[config.mk]
export PLATFORM = sky130hd
export DESIGN_NAME = accel_ctrl_regs
export DESIGN_NICKNAME = d
export VERILOG_FILES = /design/src/pkg/accel_ctrl_pkg.sv /design/src/rtl/accel_ctrl_regs.sv /design/src/rtl/pin_sync.sv
export SDC_FILE = /design/constraint.sdc
export NUM_CORES = 1
export LEC_CHECK = 0
export BUFFER_PORTS_ARGS = -buffer_cell sky130_fd_sc_hd__clkbuf_2
export CELL_PAD_IN_SITES_DETAIL_PLACEMENT = 1
export CELL_PAD_IN_SITES_GLOBAL_PLACEMENT = 1
export CORE_MARGIN = 1
export CORE_UTILIZATION = 43
export CTS_CLUSTER_DIAMETER = 150
export DETAILED_ROUTE_END_ITERATION = 16
export HOLD_SLACK_MARGIN = 0.05
export MAX_ROUTING_LAYER = met4
export PLACE_DENSITY = 0.86
export SYNTH_ARGS = -nofsm -noshare
export SYNTH_HDL_FRONTEND = slang
export SYNTH_SLANG_ARGS = --single-unit
[constraint.sdc]
create_clock -name aclk -period 6.3 [get_ports aclk]
set_input_delay 0.315 -clock aclk [delete_from_list [all_inputs] [get_ports aclk]]
set_output_delay 0.315 -clock aclk [all_outputs]
set_load 0.1 [all_outputs]
[src/pkg/accel_ctrl_pkg.sv]
// Package: register map, field layout, reset values and timing of the control bank
package accel_ctrl_pkg;
  // Register indices; the bus byte address is four times the index
  localparam logic [7:0] IDX_WATERMARK = 8'h29;
  localparam logic [7:0] IDX_ROUTING = 8'h2a;
  localparam logic [7:0] IDX_SYNC = 8'h2b;
  localparam logic [7:0] IDX_RANGE = 8'h2c;
  localparam logic [7:0] IDX_POWER = 8'h2d;
  localparam logic [7:0] IDX_IRQ_STATUS = 8'h30;
  localparam logic [7:0] IDX_IRQ_MASK = 8'h31;

  // Values after reset
  localparam logic [7:0] RST_ROUTING = 8'h00;
  localparam logic [7:0] RST_SYNC = 8'h00;
  localparam logic [7:0] RST_RANGE = 8'h81;
  localparam logic [7:0] RST_POWER = 8'h01;
  localparam logic [6:0] RST_WATERMARK = 7'h60;
  localparam logic [3:0] RST_IRQ = 4'h0;

  // Writable bits; reserved bits stay zero
  localparam logic [7:0] WMASK_SYNC = 8'h07;
  localparam logic [7:0] WMASK_RANGE = 8'hc3;
  localparam logic [7:0] WMASK_POWER = 8'h07;

  // Field positions
  localparam int SYNC_CLK_BIT = 2;
  localparam int RANGE_SPEED_BIT = 7;
  localparam int RANGE_POL_BIT = 6;
  localparam int POWER_READY_LOW_BIT = 2;
  localparam int POWER_TEMP_OFF_BIT = 1;
  localparam int POWER_STANDBY_BIT = 0;

  // Synchronisation codes
  localparam logic [1:0] SYNC_INTERNAL = 2'h0;
  localparam logic [1:0] SYNC_EXT_DIRECT = 2'h1;
  localparam logic [1:0] SYNC_EXT_INTERP = 2'h2;

  // Full scale codes
  localparam logic [1:0] RANGE_2G = 2'h1;
  localparam logic [1:0] RANGE_4G = 2'h2;
  localparam logic [1:0] RANGE_8G = 2'h3;

  // Oscillator timing
  localparam int CLK_PERIOD_NS = 8;
  localparam int OSC_PERIOD_NS = 1000;
  localparam logic [7:0] OSC_DIV = 8'(OSC_PERIOD_NS / CLK_PERIOD_NS);
  localparam logic [13:0] INTERP_MIN_CYCLES = 14'h000e;
  localparam logic [13:0] INTERP_MAX_DEFAULT = 14'h200c;
  localparam logic [3:0] ODR_MAX_CODE = 4'ha;

  // Bus answers
  localparam logic [1:0] RESP_OKAY = 2'h0;
  localparam logic [1:0] RESP_SLVERR = 2'h2;

  // Event sources, in routing bit order
  typedef struct packed {
    logic activity;
    logic overflow;
    logic full;
    logic ready;
  } event_type;
endpackage : accel_ctrl_pkg

[src/rtl/accel_ctrl_regs.sv]
// Control register bank: interrupt routing, sync, range, power, AXI4-Lite slave
// Summary of operation
// - Eight-bit routing register; each set bit lets one event drive a pin.
// - Bits 7..4 route activity, overflow, full, ready to pin two; 3..0 to one.
// - Any number of events may be routed to either pin together.
// - Routing register resets to zero, so no event drives a pin.
// - Sync code 00 is internal timing, 11 reserved; field resets to internal.
// - Sync code 01 raises data ready on each external sync pulse.
// - Sync code 10 raises ready 21 to 8204 oscillator cycles after sync.
// - Sync bit 2 takes timing from the external clock input.
// - Range bit 7 selects two-wire speed, 1 high speed; resets high.
// - Range bit 6 sets pin polarity, 0 active low; resets active low.
// - Range field 01/10/11 selects 2/4/8 g; resets to 01.
// - Power bit 2 holds the ready pin at zero.
// - Power bit 1 or standby disables temperature processing.
// - Power bit 0 is standby when set; device starts in standby.
// - Standby stops datapaths, enters low power, resets FIFO pointers.
// - Full event rises when stored samples reach the watermark, 1 to 127.
//
// Local design decision: the AXI4-Lite slave port.
`timescale 1ns/10ps
`default_nettype none
module accel_ctrl_regs #(
  parameter logic [13:0] INTERP_MAX_CYCLES = accel_ctrl_pkg::INTERP_MAX_DEFAULT
) (
  // Clock and reset
  input wire logic aclk,
  input wire logic aresetn,
  // AXI4-Lite write
  input wire logic [9:0] awaddr,
  input wire logic awvalid,
  output logic awready,
  input wire logic [31:0] wdata,
  input wire logic [3:0] wstrb,
  input wire logic wvalid,
  output logic wready,
  output logic [1:0] bresp,
  output logic bvalid,
  input wire logic bready,
  // AXI4-Lite read
  input wire logic [9:0] araddr,
  input wire logic arvalid,
  output logic arready,
  output logic [31:0] rdata,
  output logic [1:0] rresp,
  output logic rvalid,
  input wire logic rready,
  // Event sources from the datapath
  input wire logic sample_strobe,
  input wire logic queue_overflow_event,
  input wire logic motion_event,
  input wire logic [6:0] fifo_level,
  input wire logic [3:0] rate_filter_select,
  // External pins
  input wire logic sync_pin,
  input wire logic outside_clock_pin,
  // Interrupt and ready pins
  output logic irq_pin_one,
  output logic irq_pin_two,
  output logic ready_pin,
  output logic irq,
  // Configuration to the device
  output logic two_wire_speed_select,
  output logic [1:0] range_select,
  output logic outside_clock_select,
  output logic osc_tick,
  output logic temp_enable,
  output logic datapath_run,
  output logic fifo_pointer_reset,
  output logic low_power
);
  // Register state
  logic [7:0] routing, next_routing;
  logic [7:0] sync_reg, next_sync_reg;
  logic [7:0] range_reg, next_range_reg;
  logic [7:0] power_reg, next_power_reg;
  logic [6:0] watermark, next_watermark;
  accel_ctrl_pkg::event_type mask, next_mask, status, next_status, clear, set;
  // Bus state
  logic aw_held, next_aw_held, w_held, next_w_held;
  logic [7:0] aw_idx, next_aw_idx;
  logic [7:0] w_data, next_w_data;
  logic w_strb, next_w_strb;
  logic next_awready, next_wready, next_bvalid, next_arready, next_rvalid;
  logic [1:0] next_bresp, next_rresp;
  logic [31:0] next_rdata;
  logic write_fire;
  // Timing state
  logic [7:0] osc_count, next_osc_count;
  logic [13:0] interp_count, next_interp_count;
  logic next_osc_tick, ready_evt, full_evt, standby;
  logic sync_level, sync_rise, outside_clock_level, outside_clock_rise;
  // Output next values
  logic next_irq_pin_one, next_irq_pin_two, next_ready_pin, next_irq;

  // Known register index
  function automatic logic reg_known(input logic [7:0] idx);
    case (idx)
      accel_ctrl_pkg::IDX_WATERMARK, accel_ctrl_pkg::IDX_ROUTING,
      accel_ctrl_pkg::IDX_SYNC, accel_ctrl_pkg::IDX_RANGE,
      accel_ctrl_pkg::IDX_POWER, accel_ctrl_pkg::IDX_IRQ_STATUS,
      accel_ctrl_pkg::IDX_IRQ_MASK: return 1'b1;
      default: return 1'b0;
    endcase
  endfunction : reg_known

  // Interpolation delay grows with the output rate code
  function automatic logic [13:0] interp_delay(input logic [3:0] odr);
    logic [3:0] code;
    code = (odr > accel_ctrl_pkg::ODR_MAX_CODE) ? accel_ctrl_pkg::ODR_MAX_CODE : odr;
    return accel_ctrl_pkg::INTERP_MIN_CYCLES + ((INTERP_MAX_CYCLES
      - accel_ctrl_pkg::INTERP_MIN_CYCLES) >> (accel_ctrl_pkg::ODR_MAX_CODE - code));
  endfunction : interp_delay

  // Pin synchronisers
  pin_sync sync_in (
    .aclk(aclk),
    .aresetn(aresetn),
    .pin(sync_pin),
    .level(sync_level),
    .rise(sync_rise)
  );
  pin_sync clock_in (
    .aclk(aclk),
    .aresetn(aresetn),
    .pin(outside_clock_pin),
    .level(outside_clock_level),
    .rise(outside_clock_rise)
  );

  assign standby = power_reg[accel_ctrl_pkg::POWER_STANDBY_BIT];

  // Write channel: address and data taken in either order, response after both
  always_comb begin
    next_aw_held = aw_held;
    next_aw_idx = aw_idx;
    next_w_held = w_held;
    next_w_data = w_data;
    next_w_strb = w_strb;
    next_bvalid = bvalid && !bready;
    next_bresp = bresp;
    next_routing = routing;
    next_sync_reg = sync_reg;
    next_range_reg = range_reg;
    next_power_reg = power_reg;
    next_watermark = watermark;
    next_mask = mask;
    clear = '0;
    write_fire = aw_held && w_held && !bvalid;
    if (awvalid && awready) begin
      next_aw_held = 1'b1;
      next_aw_idx = awaddr[9:2];
    end
    if (wvalid && wready) begin
      next_w_held = 1'b1;
      next_w_data = wdata[7:0];
      next_w_strb = wstrb[0];
    end
    if (write_fire) begin
      next_aw_held = 1'b0;
      next_w_held = 1'b0;
      next_bvalid = 1'b1;
      next_bresp = reg_known(aw_idx) ? accel_ctrl_pkg::RESP_OKAY : accel_ctrl_pkg::RESP_SLVERR;
      if (w_strb) begin
        case (aw_idx)
          accel_ctrl_pkg::IDX_WATERMARK: next_watermark = w_data[6:0];
          accel_ctrl_pkg::IDX_ROUTING: next_routing = w_data;
          accel_ctrl_pkg::IDX_SYNC: next_sync_reg = w_data & accel_ctrl_pkg::WMASK_SYNC;
          accel_ctrl_pkg::IDX_RANGE: next_range_reg = w_data & accel_ctrl_pkg::WMASK_RANGE;
          accel_ctrl_pkg::IDX_POWER: next_power_reg = w_data & accel_ctrl_pkg::WMASK_POWER;
          accel_ctrl_pkg::IDX_IRQ_STATUS: clear = w_data[3:0];
          accel_ctrl_pkg::IDX_IRQ_MASK: next_mask = w_data[3:0];
          default: clear = '0;
        endcase
      end
    end
    next_awready = !next_aw_held;
    next_wready = !next_w_held;
  end

  // Write channel and configuration registers
  always_ff @(posedge aclk) begin
    if (!aresetn) begin
      aw_held <= 1'b0;
      aw_idx <= 8'h00;
      w_held <= 1'b0;
      w_data <= 8'h00;
      w_strb <= 1'b0;
      awready <= 1'b1;
      wready <= 1'b1;
      bvalid <= 1'b0;
      bresp <= accel_ctrl_pkg::RESP_OKAY;
      routing <= accel_ctrl_pkg::RST_ROUTING;
      sync_reg <= accel_ctrl_pkg::RST_SYNC;
      range_reg <= accel_ctrl_pkg::RST_RANGE;
      power_reg <= accel_ctrl_pkg::RST_POWER;
      watermark <= accel_ctrl_pkg::RST_WATERMARK;
      mask <= accel_ctrl_pkg::RST_IRQ;
    end else begin
      aw_held <= next_aw_held;
      aw_idx <= next_aw_idx;
      w_held <= next_w_held;
      w_data <= next_w_data;
      w_strb <= next_w_strb;
      awready <= next_awready;
      wready <= next_wready;
      bvalid <= next_bvalid;
      bresp <= next_bresp;
      routing <= next_routing;
      sync_reg <= next_sync_reg;
      range_reg <= next_range_reg;
      power_reg <= next_power_reg;
      watermark <= next_watermark;
      mask <= next_mask;
    end
  end

  // Read channel: one read at a time, answer the cycle after the address
  always_comb begin
    next_rvalid = rvalid && !rready;
    next_rdata = rdata;
    next_rresp = rresp;
    if (arvalid && arready) begin
      next_rvalid = 1'b1;
      next_rresp = reg_known(araddr[9:2]) ? accel_ctrl_pkg::RESP_OKAY
                                          : accel_ctrl_pkg::RESP_SLVERR;
      case (araddr[9:2])
        accel_ctrl_pkg::IDX_WATERMARK: next_rdata = {25'h000_0000, watermark};
        accel_ctrl_pkg::IDX_ROUTING: next_rdata = {24'h00_0000, routing};
        accel_ctrl_pkg::IDX_SYNC: next_rdata = {24'h00_0000, sync_reg};
        accel_ctrl_pkg::IDX_RANGE: next_rdata = {24'h00_0000, range_reg};
        accel_ctrl_pkg::IDX_POWER: next_rdata = {24'h00_0000, power_reg};
        accel_ctrl_pkg::IDX_IRQ_STATUS: next_rdata = {28'h000_0000, status};
        accel_ctrl_pkg::IDX_IRQ_MASK: next_rdata = {28'h000_0000, mask};
        default: next_rdata = 32'h0000_0000;
      endcase
    end
    next_arready = !next_rvalid;
  end

  // Read channel registers
  always_ff @(posedge aclk) begin
    if (!aresetn) begin
      arready <= 1'b1;
      rvalid <= 1'b0;
      rdata <= 32'h0000_0000;
      rresp <= accel_ctrl_pkg::RESP_OKAY;
    end else begin
      arready <= next_arready;
      rvalid <= next_rvalid;
      rdata <= next_rdata;
      rresp <= next_rresp;
    end
  end

  // Timing and events; standby clears all event state
  always_comb begin
    next_osc_count = (osc_count == 8'h00) ? accel_ctrl_pkg::OSC_DIV - 8'h01 : osc_count - 8'h01;
    next_osc_tick = sync_reg[accel_ctrl_pkg::SYNC_CLK_BIT] ? outside_clock_rise
                                                           : (osc_count == 8'h00);
    next_interp_count = interp_count;
    ready_evt = 1'b0;
    case (sync_reg[1:0])
      accel_ctrl_pkg::SYNC_INTERNAL: ready_evt = sample_strobe;
      accel_ctrl_pkg::SYNC_EXT_DIRECT: ready_evt = sync_rise;
      accel_ctrl_pkg::SYNC_EXT_INTERP: begin
        if (osc_tick && interp_count != 14'h0000) begin
          next_interp_count = interp_count - 14'h0001;
          ready_evt = (interp_count == 14'h0001);
        end
        if (sync_rise) begin
          next_interp_count = interp_delay(rate_filter_select);
        end
      end
      default: ready_evt = 1'b0; // Reserved code raises nothing
    endcase
    // Level watermark compare; zero watermark never fires
    full_evt = (watermark != 7'h00) && (fifo_level >= watermark);
    set = {motion_event, queue_overflow_event, full_evt, ready_evt};
    // Set wins over a same-cycle clear
    next_status = (status & ~clear) | set;
    if (standby) begin
      next_status = '0;
      next_interp_count = 14'h0000;
    end
    // Several routed events OR together on each pin
    next_irq_pin_one = range_reg[accel_ctrl_pkg::RANGE_POL_BIT] ~^ (|(routing[3:0] & status));
    next_irq_pin_two = range_reg[accel_ctrl_pkg::RANGE_POL_BIT] ~^ (|(routing[7:4] & status));
    next_ready_pin = status.ready && !power_reg[accel_ctrl_pkg::POWER_READY_LOW_BIT];
    next_irq = |(status & mask);
  end

  // Event state and pins
  always_ff @(posedge aclk) begin
    if (!aresetn) begin
      osc_count <= 8'h00;
      osc_tick <= 1'b0;
      interp_count <= 14'h0000;
      status <= accel_ctrl_pkg::RST_IRQ;
      irq_pin_one <= 1'b1;
      irq_pin_two <= 1'b1;
      ready_pin <= 1'b0;
      irq <= 1'b0;
    end else begin
      osc_count <= next_osc_count;
      osc_tick <= next_osc_tick;
      interp_count <= next_interp_count;
      status <= next_status;
      irq_pin_one <= next_irq_pin_one;
      irq_pin_two <= next_irq_pin_two;
      ready_pin <= next_ready_pin;
      irq <= next_irq;
    end
  end

  // Configuration outputs, one cycle behind the registers
  always_ff @(posedge aclk) begin
    if (!aresetn) begin
      two_wire_speed_select <= 1'b1;
      range_select <= accel_ctrl_pkg::RANGE_2G;
      outside_clock_select <= 1'b0;
      temp_enable <= 1'b0;
      datapath_run <= 1'b0;
      fifo_pointer_reset <= 1'b1;
      low_power <= 1'b1;
    end else begin
      two_wire_speed_select <= range_reg[accel_ctrl_pkg::RANGE_SPEED_BIT];
      range_select <= range_reg[1:0];
      outside_clock_select <= sync_reg[accel_ctrl_pkg::SYNC_CLK_BIT];
      temp_enable <= !standby && !power_reg[accel_ctrl_pkg::POWER_TEMP_OFF_BIT];
      datapath_run <= !standby;
      fifo_pointer_reset <= standby;
      low_power <= standby;
    end
  end
endmodule : accel_ctrl_regs
`default_nettype wire

[src/rtl/pin_sync.sv]
// Three-stage pin synchroniser with agreement filter and rise pulse
`timescale 1ns/10ps
`default_nettype none
module pin_sync (
  // Clock and reset
  input wire logic aclk,
  input wire logic aresetn,
  // Pin and result
  input wire logic pin,
  output logic level,
  output logic rise
);
  logic [2:0] stage;
  logic [2:0] next_stage;
  logic next_level;
  logic next_rise;

  // Level changes only when the second and third stages agree
  always_comb begin
    next_stage = {stage[1:0], pin};
    next_level = level;
    next_rise = 1'b0;
    if (stage[1] == stage[2]) begin
      next_level = stage[2];
      next_rise = stage[2] && !level;
    end
  end

  // Stage 0 feeds only stage 1 to keep metastability contained
  always_ff @(posedge aclk) begin
    if (!aresetn) begin
      stage <= 3'h0;
      level <= 1'b0;
      rise <= 1'b0;
    end else begin
      stage <= next_stage;
      level <= next_level;
      rise <= next_rise;
    end
  end
endmodule : pin_sync
`default_nettype wire

==> results of run 1 <==
-- routing by layer --
metal | vias to the layer above | global-route usage | share of wire
li1 | 2340 | - | -
met1 | 2349 | 0.2815 | 0.44
met2 | 121 | 0.4228 | 0.50
met3 | 29 | 0.03452 | 0.033
met4 | 0 | 0.1111 | 0.031
met5 | - | - | 0
-- worst register-to-register path, stage by stage (launching register included) --
cell     delay [ns]
dfxtp_1        0.31
or3b_1         0.43
or4b_1         0.68
nor4_4         0.73
mux2i_1        0.29
nor2b_1        0.08
-- where the power goes --
part	internal, mW	switching (mW)
logic	0.0915	0.215
clock network	0.267	0.268
registers	0.737	0.0383
total	1.09	0.521
-- area by class of cell --
| class | count | area, um^2 |
|---|---|---|
| clock buffer | 10 | 229.0 |
| clock inverter | 5 | 33.78 |
| fill | 1556 | 6414 |
| inverter | 23 | 86.33 |
| multi-input combinational | 482 | 3022 |
| sequential | 111 | 2222 |
| tap | 172 | 215.2 |
| timing repair buffer | 78 | 397.9 |
-- stage by stage --
stage,std cells,cell area [um^2]
2_1_floorplan,673,5647
3_3_place_gp,866,5943
3_5_place_dp,866,5943
4_1_cts,881,6206
5_1_grt,881,6206
6_report,881,6206
-- synth_stat cells, types with 17 or more instances --
library cell | number | share of area
nor2_1 | 39 | 0.026
inv_1 | 22 | 0.015
nand2_1 | 80 | 0.054
a21boi_0 | 35 | 0.047
buf_4 | 27 | 0.037
a21oi_1 | 23 | 0.021
ha_1 | 17 | 0.038
dfxtp_1 | 111 | 0.40
mux2i_1 | 21 | 0.038
nor2b_1 | 27 | 0.030
nand3_1 | 18 | 0.016
and2_1 | 18 | 0.020
clkbuf_1 | 28 | 0.019
o21ai_0 | 39 | 0.035
-- logic make-up after synthesis --
group | count (synthesis) | synth area share
AOI/OAI and AO/OA | 158 | 0.1911
xor gates and xnor gates | 13 | 0.02050
adders and majority gates | 17 | 0.03830
buffers and inverters | 80 | 0.07255
DFF | 111 | 0.4002
muxes | 24 | 0.04394
other | 1 | 0.0006753
and+or+nand+nor | 244 | 0.2328
-- how the worst min path moves through the flow --
stage                                             from                      endpoint  cells past startpoint  slack [ns]
after floorplan              power_reg[2]$_SDFFE_PN0P_          ready_pin$_SDFF_PN0_                      1        0.40
after global placement    clock_in.stage[0]$_SDFF_PN0_  clock_in.stage[1]$_SDFF_PN0_                      1        0.42
after detailed placement  clock_in.stage[0]$_SDFF_PN0_  clock_in.stage[1]$_SDFF_PN0_                      1        0.43
after CTS                                     sync_pin   sync_in.stage[0]$_SDFF_PN0_                      2        0.15
after global routing                          sync_pin   sync_in.stage[0]$_SDFF_PN0_                      2        0.16
final                                         sync_pin   sync_in.stage[0]$_SDFF_PN0_                      2        0.16
==> reports/results.txt, run 1 <==
After detailed routing, the number of remaining DRC violations is 0. In this run, synthesis inferred 0 flip-flops with an integrated enable. The path type of the worst min-delay path was in2reg.

VDD sags by at most 202.3 uV. The analysis attributes to cell leakage a power of 2.423 nW. Using the TritonRoute via totals, the vias-per-cell ratio works out to 5.493.

For the final database, setup skew stands at 0.009935 ns. Before CTS, the worst setup slack after placement is 3.662 ns. The tree built by TritonCTS fans out to 111 sinks. The fraction of final layout cells sized beyond drive strength 1 works out to 0.1481. Largest register by flop count: interp_count. The number of cells traversed by the worst register-to-register path came out at 5. In the synthesized netlist, the number of instances is 648.

The flow ran to the end, and the final reports show no timing, DRC or antenna violations. The number of nets in the layout is 801, and the area enclosed by the die boundary is 13370 um^2. In this run the post-CTS setup repair buffer count came out at 0.

STA classifies the critical path endpoint as a flop. Classification of the worst setup path: reg2reg. The fraction of registers with async set/reset came out at 0.

In this run the core area contains 41 standard-cell rows. Input and output buffers added on the ports amount to 75. In the post-route analysis, the smallest setup slack over all paths is 3.678 ns. Entering global routing, the biggest net connects 87 pins. For the peak clock frequency supported by timing, the log shows 0.3814 GHz.

The critical path goes through or3b_1 > or4b_1 > nor4_4 > mux2i_1 > nor2b_1. The kind of cell with the highest combined delay along the critical path is simple AND/OR/NAND/NOR gates. The final layout contains routed wiring with a total length of 15060 um. The overall track demand over capacity in global routing came out at 0.2448. The run gives 12620 um^2 as the area of the core region.

The count of endpoints failing hold in the final timing report came out at 0. The proportion of synthesized chip area in sequential cells was 0.4002. The critical path runs through a total of 5 cells.

The run gives 11150 um as the placed wire-length estimate. In this run the worst setup path begins at aw_idx[7]$_SDFFE_PN0P_. The fraction of the core area covered by cells at the end of the flow is 0.4918, and the overall power is 1.616 mW. The antenna diode instance count is 0.

The slew at the pin closest to its max-slew limit works out to 0.9117 ns. Area growth from synthesis to layout: 11.76%. The largest single stage delay on the critical path is 0.73 ns. The register with the most flip-flops in the layout has 14 of them. The tools report the initial antenna violation count as 0.

The number of warnings reported in the yosys synthesis log was 0; the critical path data arrival time was 2.87 ns. The final RePlAce weighted congestion was 0.8600; the width of the die was 115.6 um. The largest individual stage delay along the critical path comes from the cell nor4_4.

In this run, post-CTS repair resized a total of 0 instances. The number of buffers on the longest clock path is 2. The number of buffers and inverters on the critical path came out at 0. After clock tree synthesis, the clock-pin slew on the worst setup and hold paths is 0.07 ns. The minimum hold slack is 0.1589 ns. The H-tree depth reported by CTS was 3. The run gives 133 as the I/O pin count. In the layout the commonest cells are dfxtp_1 (111), nand2_1 (80), clkbuf_2 (75). The average wire per standard cell was 17.09 um; the mean post-synth cell area was 8.569 um^2.

The via count of the first global-routing pass is 4890. The endpoint identified for the worst register-to-register timing path is routing[5]$_SDFFE_PN0P_. The flip-flop and latch count after synthesis is 111. The library cell used most frequently in the layout, excluding fill and tap cells, is dfxtp_1. The max-slew headroom at the worst pin is 0.3885.

In this run the power density over the cells is 260.4 nW/um^2. The maximum fanout along the worst path was 9; the max-capacitance violation count was 0. The remaining global-route overflow is 0, and the starting utilization of the core area is 0.4400.

Hold repair after CTS inserted 0 buffers. The first global-routing pass estimated 24660 um of wire. For the worst-skew pair, the clock arrives at the later sink with an insertion delay of 0.36 ns. Setup violations remaining at the end of the flow were counted as 0. The post-route fraction of the period consumed by the critical path works out to 0.4162. The iteration-0 DRC count of the detailed router was 233. The max-slew violation total from the final report is 0. The logs give 3.68 ns for the slack of the worst reg-to-reg path and 62 for the number of unique standard cell types used by synthesis.

Summed over all failing endpoints, the final setup total negative slack is 0 ns. After layout, the minimum clock period comes to 2.622 ns. The most critical setup path has its endpoint at routing[5]$_SDFFE_PN0P_. The final route contains 4839 vias.

TritonCTS built the clock tree. Among all flip-flop cells after synthesis, the most frequent one is dfxtp_1. The pre-antenna-repair detailed-routing pass consisted of 4 iterations. Setup repair after global routing left no endpoint under its margin. The die height was 115.6 um; the number of nets with antenna violations after routing was 0.

In this run the clock root is driven by a clkbuf_16. The netlist area before placement was 5553 um^2. TritonCTS created 9 clock buffers. The critical register-to-register path startpoint was aw_idx[7]$_SDFFE_PN0P_. The critical path launch point type is a flop. STA puts the critical path data required time at 6.55 ns.
No activity file was read; power rests on OpenSTA's default activity.
==> run 2: changes to the inputs <==
Settings changed: CORE_UTILIZATION 43 to 40, PLACE_DENSITY 0.86 to 0.8.
Clock period 6.3 ns to 2.45 ns, I/O delays scaled along.
==> run 2 against run 1 <==
- die area grew 7.4%
- sequential share of layout area shrank 2.1 points
- worst hold slack worse by 0.064 ns
- cell area is 6.3% higher
- cell count grew 4.4%
- critical path depth stayed put
- clock power increased to 3.1 times the previous value
- via count rose by 1.9%
- non-clock buffer count rose by 34
- first-iteration DRC count decreased by 1.3%
- maximum frequency up 14%
- setup slack worse by 3.5 ns
- critical path type unchanged
- largest cell class unchanged
- highest routed layer unchanged
==> reports/results.txt, run 2 (same netlist as run 1, synthesis figures left out) <==
The global-route wire length before repair is 25460 um. Relative to the synthesized area, the layout overhead comes to 18.79%. The remaining global-route overflow was 0; the final RePlAce weighted congestion was 0.9142. The top cell types in the final layout, fill and taps aside, are dfxtp_1 (111), nand2_1 (80), clkbuf_2 (75). TritonCTS created 9 clock buffers.

Dividing the detail-routed wire length by the instance count gives 16.84 um. Summed over all layers, the routed wires come to 15500 um. The peak per-stage delay on the critical path was 0.67 ns. Counting flops per register, the top entry is interp_count. The count of endpoints failing hold in the final timing report was 0. Overall power: 4.455 mW. The logs give 0.5403 for the max-slew headroom at the worst pin and 0 for the max-slew violation total from the final report.

Remaining routing DRC violations: 0. The worst slack after detailed placement is 0.1484 ns. The logs give 0 for the number of nets with antenna violations after routing and 0.008485 ns for the setup skew after layout. STA classifies the critical path startpoint as a flop. Together, buffers and inverters on the worst path number 0. The first detailed-routing pass ran for 5 iterations.

The cell family contributing the most delay on the critical path is simple AND/OR/NAND/NOR gates. The tools report the placed wire-length estimate as 11510 um. The setup path with the least slack is of type reg2reg. Leakage dissipation: 2.615 nW. The area of the core region came out at 13400 um^2. Walking the worst path, the cells encountered are or3b_1 > or4b_1 > or4_1 > mux2i_1 > nor2b_1. In this run, placement finished with an instance count of 882. The via count of the first global-routing pass is 5102.

Setup repair after global routing left no endpoint under its margin. Setup violations remaining at the end of the flow were counted as 0. The final layout contains 835 nets. Timing would allow up to 0.4344 GHz. The flow ran to the end, and the final reports show no timing, DRC or antenna violations. The logs give 42 for the floorplan row count and 230 for the iteration-0 DRC count of the detailed router. Fraction of final layout cells sized beyond drive strength 1: 0.1599. The tools report the total placed instance area as 6038 um^2. Clock latency on the worst-skew pair, taken at its later pin, is 0.36 ns. The run gives 111 as the number of sinks driven by the clock tree. The worst path in the final design needs a cycle of 2.302 ns, including I/O delays and setup.

The final cell count without fillers was 920; the ratio of total power to cell area was 675.4 nW/um^2. The library cell used most frequently in the layout, excluding fill and tap cells, is dfxtp_1. The tree is rooted in a clkbuf_16.

After detailed routing, the number of vias per cell comes to 5.362. In this run the vertical extent of the chip is 119.8 um. At the worst endpoint, the arrival time is 2.55 ns. Among all stages on the critical path, the largest delay is contributed by or4_1. The run gives 0.4923 as the fraction of the core area covered by cells at the end of the flow.

Overall track demand over capacity in global routing: 0.2313. Adding up every negative setup slack in the final design gives 0 ns. Starting utilization of the core area: 0.4144. After routing the design area is 6596 um^2.

The die is 119.8 um wide. TritonCTS built the clock tree. The I/O pin count was 133; the slew at the pin closest to its max-slew limit was 0.6896 ns.

The flip-flop count of the largest register, all copies and words added was 14; the total of buffers placed on input and output ports was 75. The via count was 4933; the post-CTS repair timing setup buffer count was 0. The die covers 14360 um^2. The number of antenna diodes in the final layout is 0.

Data required time at the worst endpoint: 2.69 ns. The worst setup path is captured at a flop. The H-tree was split into 3 levels. Setup slack on the critical path of the routed design comes to 0.1481 ns. Clock-pin slew was measured on the worst setup and hold paths at 0.08 ns. The path type of the worst min-delay path was in2reg. Across all hold checks on the routed design, the worst slack comes to 0.09501 ns. The worst-case IR drop observed on VDD is 563.3 uV. The clock passes through at most 2 buffers. Of all nets on the critical path, the largest fanout is 4. For the max-capacitance violation count, the log shows 0. The initial antenna violation count is 0, and the post-route fraction of the period consumed by the critical path is 0.9396.

Entering global routing, the biggest net connects 86 pins.
## run 2: changes by cell type in the layout (fill, tap and decap cells not counted)
cell / before / now
bufinv_16: 0 / 2
clkinv_2: 2 / 0
buf_4: 3 / 15
clkinv_8: 0 / 1
inv_8: 0 / 1
inv_6: 1 / 2
clkbuf_1: 1 / 0
dlygate4sd3_1: 0 / 22
clkinvlp_4: 2 / 1
## run 2: final timing paths
kind / depth (start not counted) / endpoint / slack, ns / startpoint
setup / recovery: 5 / sync_reg[1]$_SDFFE_PN0P_ / 0.15 / aw_idx[7]$_SDFFE_PN0P_
setup reg to reg: 5 / sync_reg[1]$_SDFFE_PN0P_ / 0.15 / aw_idx[7]$_SDFFE_PN0P_
hold reg to reg: 1 / sync_in.stage[1]$_SDFF_PN0_ / 0.44 / sync_in.stage[0]$_SDFF_PN0_
hold / removal: 3 / rresp[1]$_SDFFE_PN0P_ / 0.1 / arvalid
## run 2: per-layer routing
| metal | share of wire | vias to the layer above | track usage |
|---|---|---|---|
| li1 | - | 2407 | - |
| met1 | 0.42 | 2395 | 0.2486 |
| met2 | 0.53 | 105 | 0.4223 |
| met3 | 0.032 | 26 | 0.04895 |
| met4 | 0.026 | 0 | 0.07266 |
| met5 | 0 | - | - |
## run 2: power by group
part / leakage [nW] / internal [mW] / total [mW] / switching (mW)
Clock: 0.161 / 0.920 / 1.64 / 0.718
Sequential: 0.902 / 1.89 / 1.99 / 0.101
Combinational: 1.55 / 0.263 / 0.823 / 0.560
## run 2: repair_timing
| action | CTS | global route |
|---|---|---|
| hold buffers | 22 | 0 |
| resized for setup | 0 | 0 |
| endpoints found under the hold margin | 22 | 0 |
## run 2: cell type report
type | count | area [um^2]
Sequential cell | 111 | 2222
Clock buffer | 9 | 225.2
Tap cell | 176 | 220.2
Multi-Input combinational cell | 482 | 3022
Inverter | 23 | 86.33
Clock inverter | 7 | 112.6
Fill cell | 1640 | 6804
Timing Repair Buffer | 112 | 708.2
## run 2: worst register-to-register path, delay by kind of cell, from the launching register on
family	cells	cell delay, ns
and+or+nand+nor	4	1.68
DFF	1	0.31
muxes	1	0.21
==> run 3: changes to the inputs <==
Settings changed: SYNTH_HIERARCHICAL set to 1.
==> run 3 against run 2 <==
- critical path type unchanged
- sequential power about the same
- flip-flop and latch count unchanged
- sequential share of layout area up 0.58 points
- clock skew down 0.00096 ns
- die area down 0.27%
- critical endpoint is now interp_count[4]$_SDFFE_PP0P_
- maximum frequency up 8.4%
- first-iteration DRC count up 44%
==> reports/results.txt, run 3 <==
The clock passes through at most 2 buffers. TritonCTS built the clock tree. Slowest cell on the critical path: dfxtp_1.

Clock tree synthesis found a total of 111 sinks. Endpoint kind of the worst setup timing path: a flop. The run gives 74 as the number of unique standard cell types used by synthesis. The initial antenna violation count was 0; the insertion delay to the later sink of the worst-skew pair was 0.36 ns. The floorplan step defined a core boundary enclosing 13350 um^2.

After synthesis, the mean cell area works out to 8.653 um^2. During synthesis, Yosys emitted a total of 6 warnings. The area enclosed by the die boundary was 14320 um^2; the I/O pin count was 133.

Cell type with the largest total area after synthesis: dfxtp_1. The remaining routing DRC violations was 0; the max-slew violation total from the final report was 0. For the pin count of the biggest net entering global routing, the log shows 43. The average wire per standard cell is 17.03 um. Dividing total power by cell area gives a power density of 671.0 nW/um^2. The tools report the peak clock frequency supported by timing as 0.4710 GHz. Path type of the worst min-delay path: in2reg.

The count of endpoints failing hold in the final timing report was 0; the area growth from synthesis to layout was 17.10%. The tools report the setup skew after layout as 0.007528 ns. The tools report the synthesized instance count as 640. In this run the horizontal extent of the chip is 119.7 um. The detailed router finished its first iteration with 331 violations. The run gives 25900 um as the global-route wire length before repair.

The fraction of final layout cells sized beyond drive strength 1 was 0.1605; the post-route fraction of the period consumed by the critical path was 0.8667. Synthesis inferred 111 register bits. The length of the first detailed-routing pass in iterations is 4. The tools report the placed wire-length estimate as 11170 um. Setup violations remaining at the end of the flow were counted as 0. The tools report the H-tree depth reported by CTS as 3.

The run gives 0.4149 as the starting utilization of the core area. Across all register-to-register paths, the minimum setup slack is 0.33 ns. The run gives 2.71 ns as the data required time at the worst endpoint. Setup repair after global routing left no endpoint under its margin. The root buffer cell chosen for the clock tree is clkbuf_16.

The fraction of registers with async set/reset is 0. For the pin with the worst max-slew slack, the measured transition is 0.5522 ns. The final RePlAce weighted congestion was 0.8870. The antenna diode instance count is 0. STA classifies the critical path startpoint as a flop. More flip-flops sit in one register than any other, and that register is interp_count. Number of enable-type register cells in the synthesized netlist: 0. In the layout the commonest cells are dfxtp_1 (111), nand2_1 (93), clkbuf_2 (75). The register with the most flip-flops in the layout has 14 of them.

In this run the core area contains 42 standard-cell rows. The library cell used most frequently in the layout, excluding fill and tap cells, is dfxtp_1. Total clock buffers created by CTS: 9. For the final routed database, the setup TNS stands at 0 ns.

Counting instances in the post-synthesis netlist gives the leading cell types as dfxtp_1 (111), nand2_1 (93), buf_4 (28). The run gives 0 as the number of nets with antenna violations after routing. In the synthesized netlist the dominant register cell turns out to be dfxtp_1. For the fraction of the core area covered by cells at the end of the flow, the log shows 0.4858. For this design the static power due to leakage is 2.653 nW.

The tools report the overall track demand over capacity in global routing as 0.2339. The run finished with clean final reports. On the worst path, the slowest cell contributes a delay of 0.36 ns.

For the final wirelength, the log shows 15410 um. The maximum fanout along the worst path is 10. The net count of the finished layout is 820. The synthesized netlist occupies a cell area of 5538 um^2.

The proportion of synthesized chip area in sequential cells came out at 0.4013. Across all layers, the routed design uses 4904 vias. Walking the worst path, the cells encountered are inv_1 > ha_1 > nor3b_1 > nand4_1 > a22oi_2 > buf_4 > nor3_1 > a31o_1. By startpoint and endpoint, the worst setup path is classified as reg2reg. The die height is 119.7 um.

At the worst endpoint, the arrival time is 2.38 ns. In the post-synthesis netlist, the biggest area contributors are dfxtp_1 (40%), nand2_1 (6.3%), mux2i_1 (4.0%), ha_1 (3.8%), buf_4 (3.8%). The tools report the max-slew headroom at the worst pin as 0.6335. The worst path needs 2.123 ns of the cycle, external delays included. In the post-synthesis netlist, the cell with the most instances is dfxtp_1. Max-cap violations in this run came to 0. The critical path contains buffers and inverters numbering 2 combined. Input and output buffers added on the ports amount to 75. Top-area cell type share of the netlist area: 0.4013. The run gives 0 as the remaining global-route overflow.

IR analysis of the VDD net gives a maximum drop of 415.7 uV. The critical path's top delay family was simple AND/OR/NAND/NOR gates. Clock-pin slew was measured on the worst setup and hold paths at 0.07 ns. The via density per instance is 5.419, and the via count of the first global-routing pass is 5159.
## run 3: kinds of logic (layout without fill, tap and decap cells)
| family | Yosys count | in the layout | synth area share |
|---|---|---|---|
| other | 1 | 26 | 0.0006772 |
| XOR/XNOR | 13 | 13 | 0.02056 |
| buffers and inverters | 78 | 142 | 0.07252 |
| flip-flops | 111 | 111 | 0.4013 |
| AND/OR/NAND/NOR | 247 | 247 | 0.2332 |
| adder cells (fa/ha/maj) | 17 | 17 | 0.03841 |
| AO/OA/AOI/OAI | 150 | 150 | 0.1916 |
| multiplexers | 23 | 23 | 0.04180 |
## run 3: cell type report
cell class | count | area [um^2]
Clock buffer | 10 | 229.0
Inverter | 22 | 83.83
Sequential cell | 111 | 2222
Tap cell | 176 | 220.2
Multi-Input combinational cell | 476 | 3009
Clock inverter | 6 | 77.57
Fill cell | 1584 | 6863
Timing Repair Buffer | 104 | 643.1
## run 3: path summary, 6_finish.rpt
kind,from,end,cells after the start
setup / recovery,interp_count[0]$_SDFFE_PP0P_,interp_count[4]$_SDFFE_PP0P_,8
hold / removal,awaddr[4],aw_idx[2]$_SDFFE_PN0P_,3
setup reg to reg,interp_count[0]$_SDFFE_PP0P_,interp_count[4]$_SDFFE_PP0P_,8
hold reg to reg,osc_count[7]$_SDFF_PP0_,osc_count[7]$_SDFF_PP0_,2
## run 3: timing repair
item	CTS	global route
setup endpoints to repair	0	1
gates resized for setup	0	1
buffers inserted	0	0
hold endpoints to repair	20	0
hold buffers	20	0
## run 3: tightest hold or removal path, delay by kind of cell
kind / cells / cell delay [ns]
buf+inv: 1 / 0.08
compound gates: 1 / 0.10
simple gates: 1 / 0.07
## run 3: metrics by stage
stage               instances  instance area (um^2)  setup WS [ns]  power [mW]  hold WS (ns)
CTS                       905                  6484         0.1620       4.393       0.06127
floorplan                 665                  5632         0.1975       2.675        0.2399
detailed placement        869                  5977        0.04466       2.828        0.3492
global placement          869                  5977         0.1975       2.775        0.3464
global route              905                  6485         0.1339       4.548       0.07765
finish                    905                  6485         0.3267       4.351       0.06902
## run 3: per-layer routing
metal | vias up | global-route usage | part of all wire
li1 | 2363 | - | -
met1 | 2421 | 0.2557 | 0.41
met2 | 90 | 0.4270 | 0.54
met3 | 30 | 0.03137 | 0.026
met4 | 0 | 0.09219 | 0.023
met5 | - | - | 0
## run 3: power by group
part / switching (mW) / leakage (nW) / total, mW / internal, mW
Combinational: 0.582 / 1.60 / 0.848 / 0.267
Clock: 0.699 / 0.147 / 1.51 / 0.812
Sequential: 0.0983 / 0.902 / 1.99 / 1.89
Total: 1.38 / 2.65 / 4.35 / 2.97
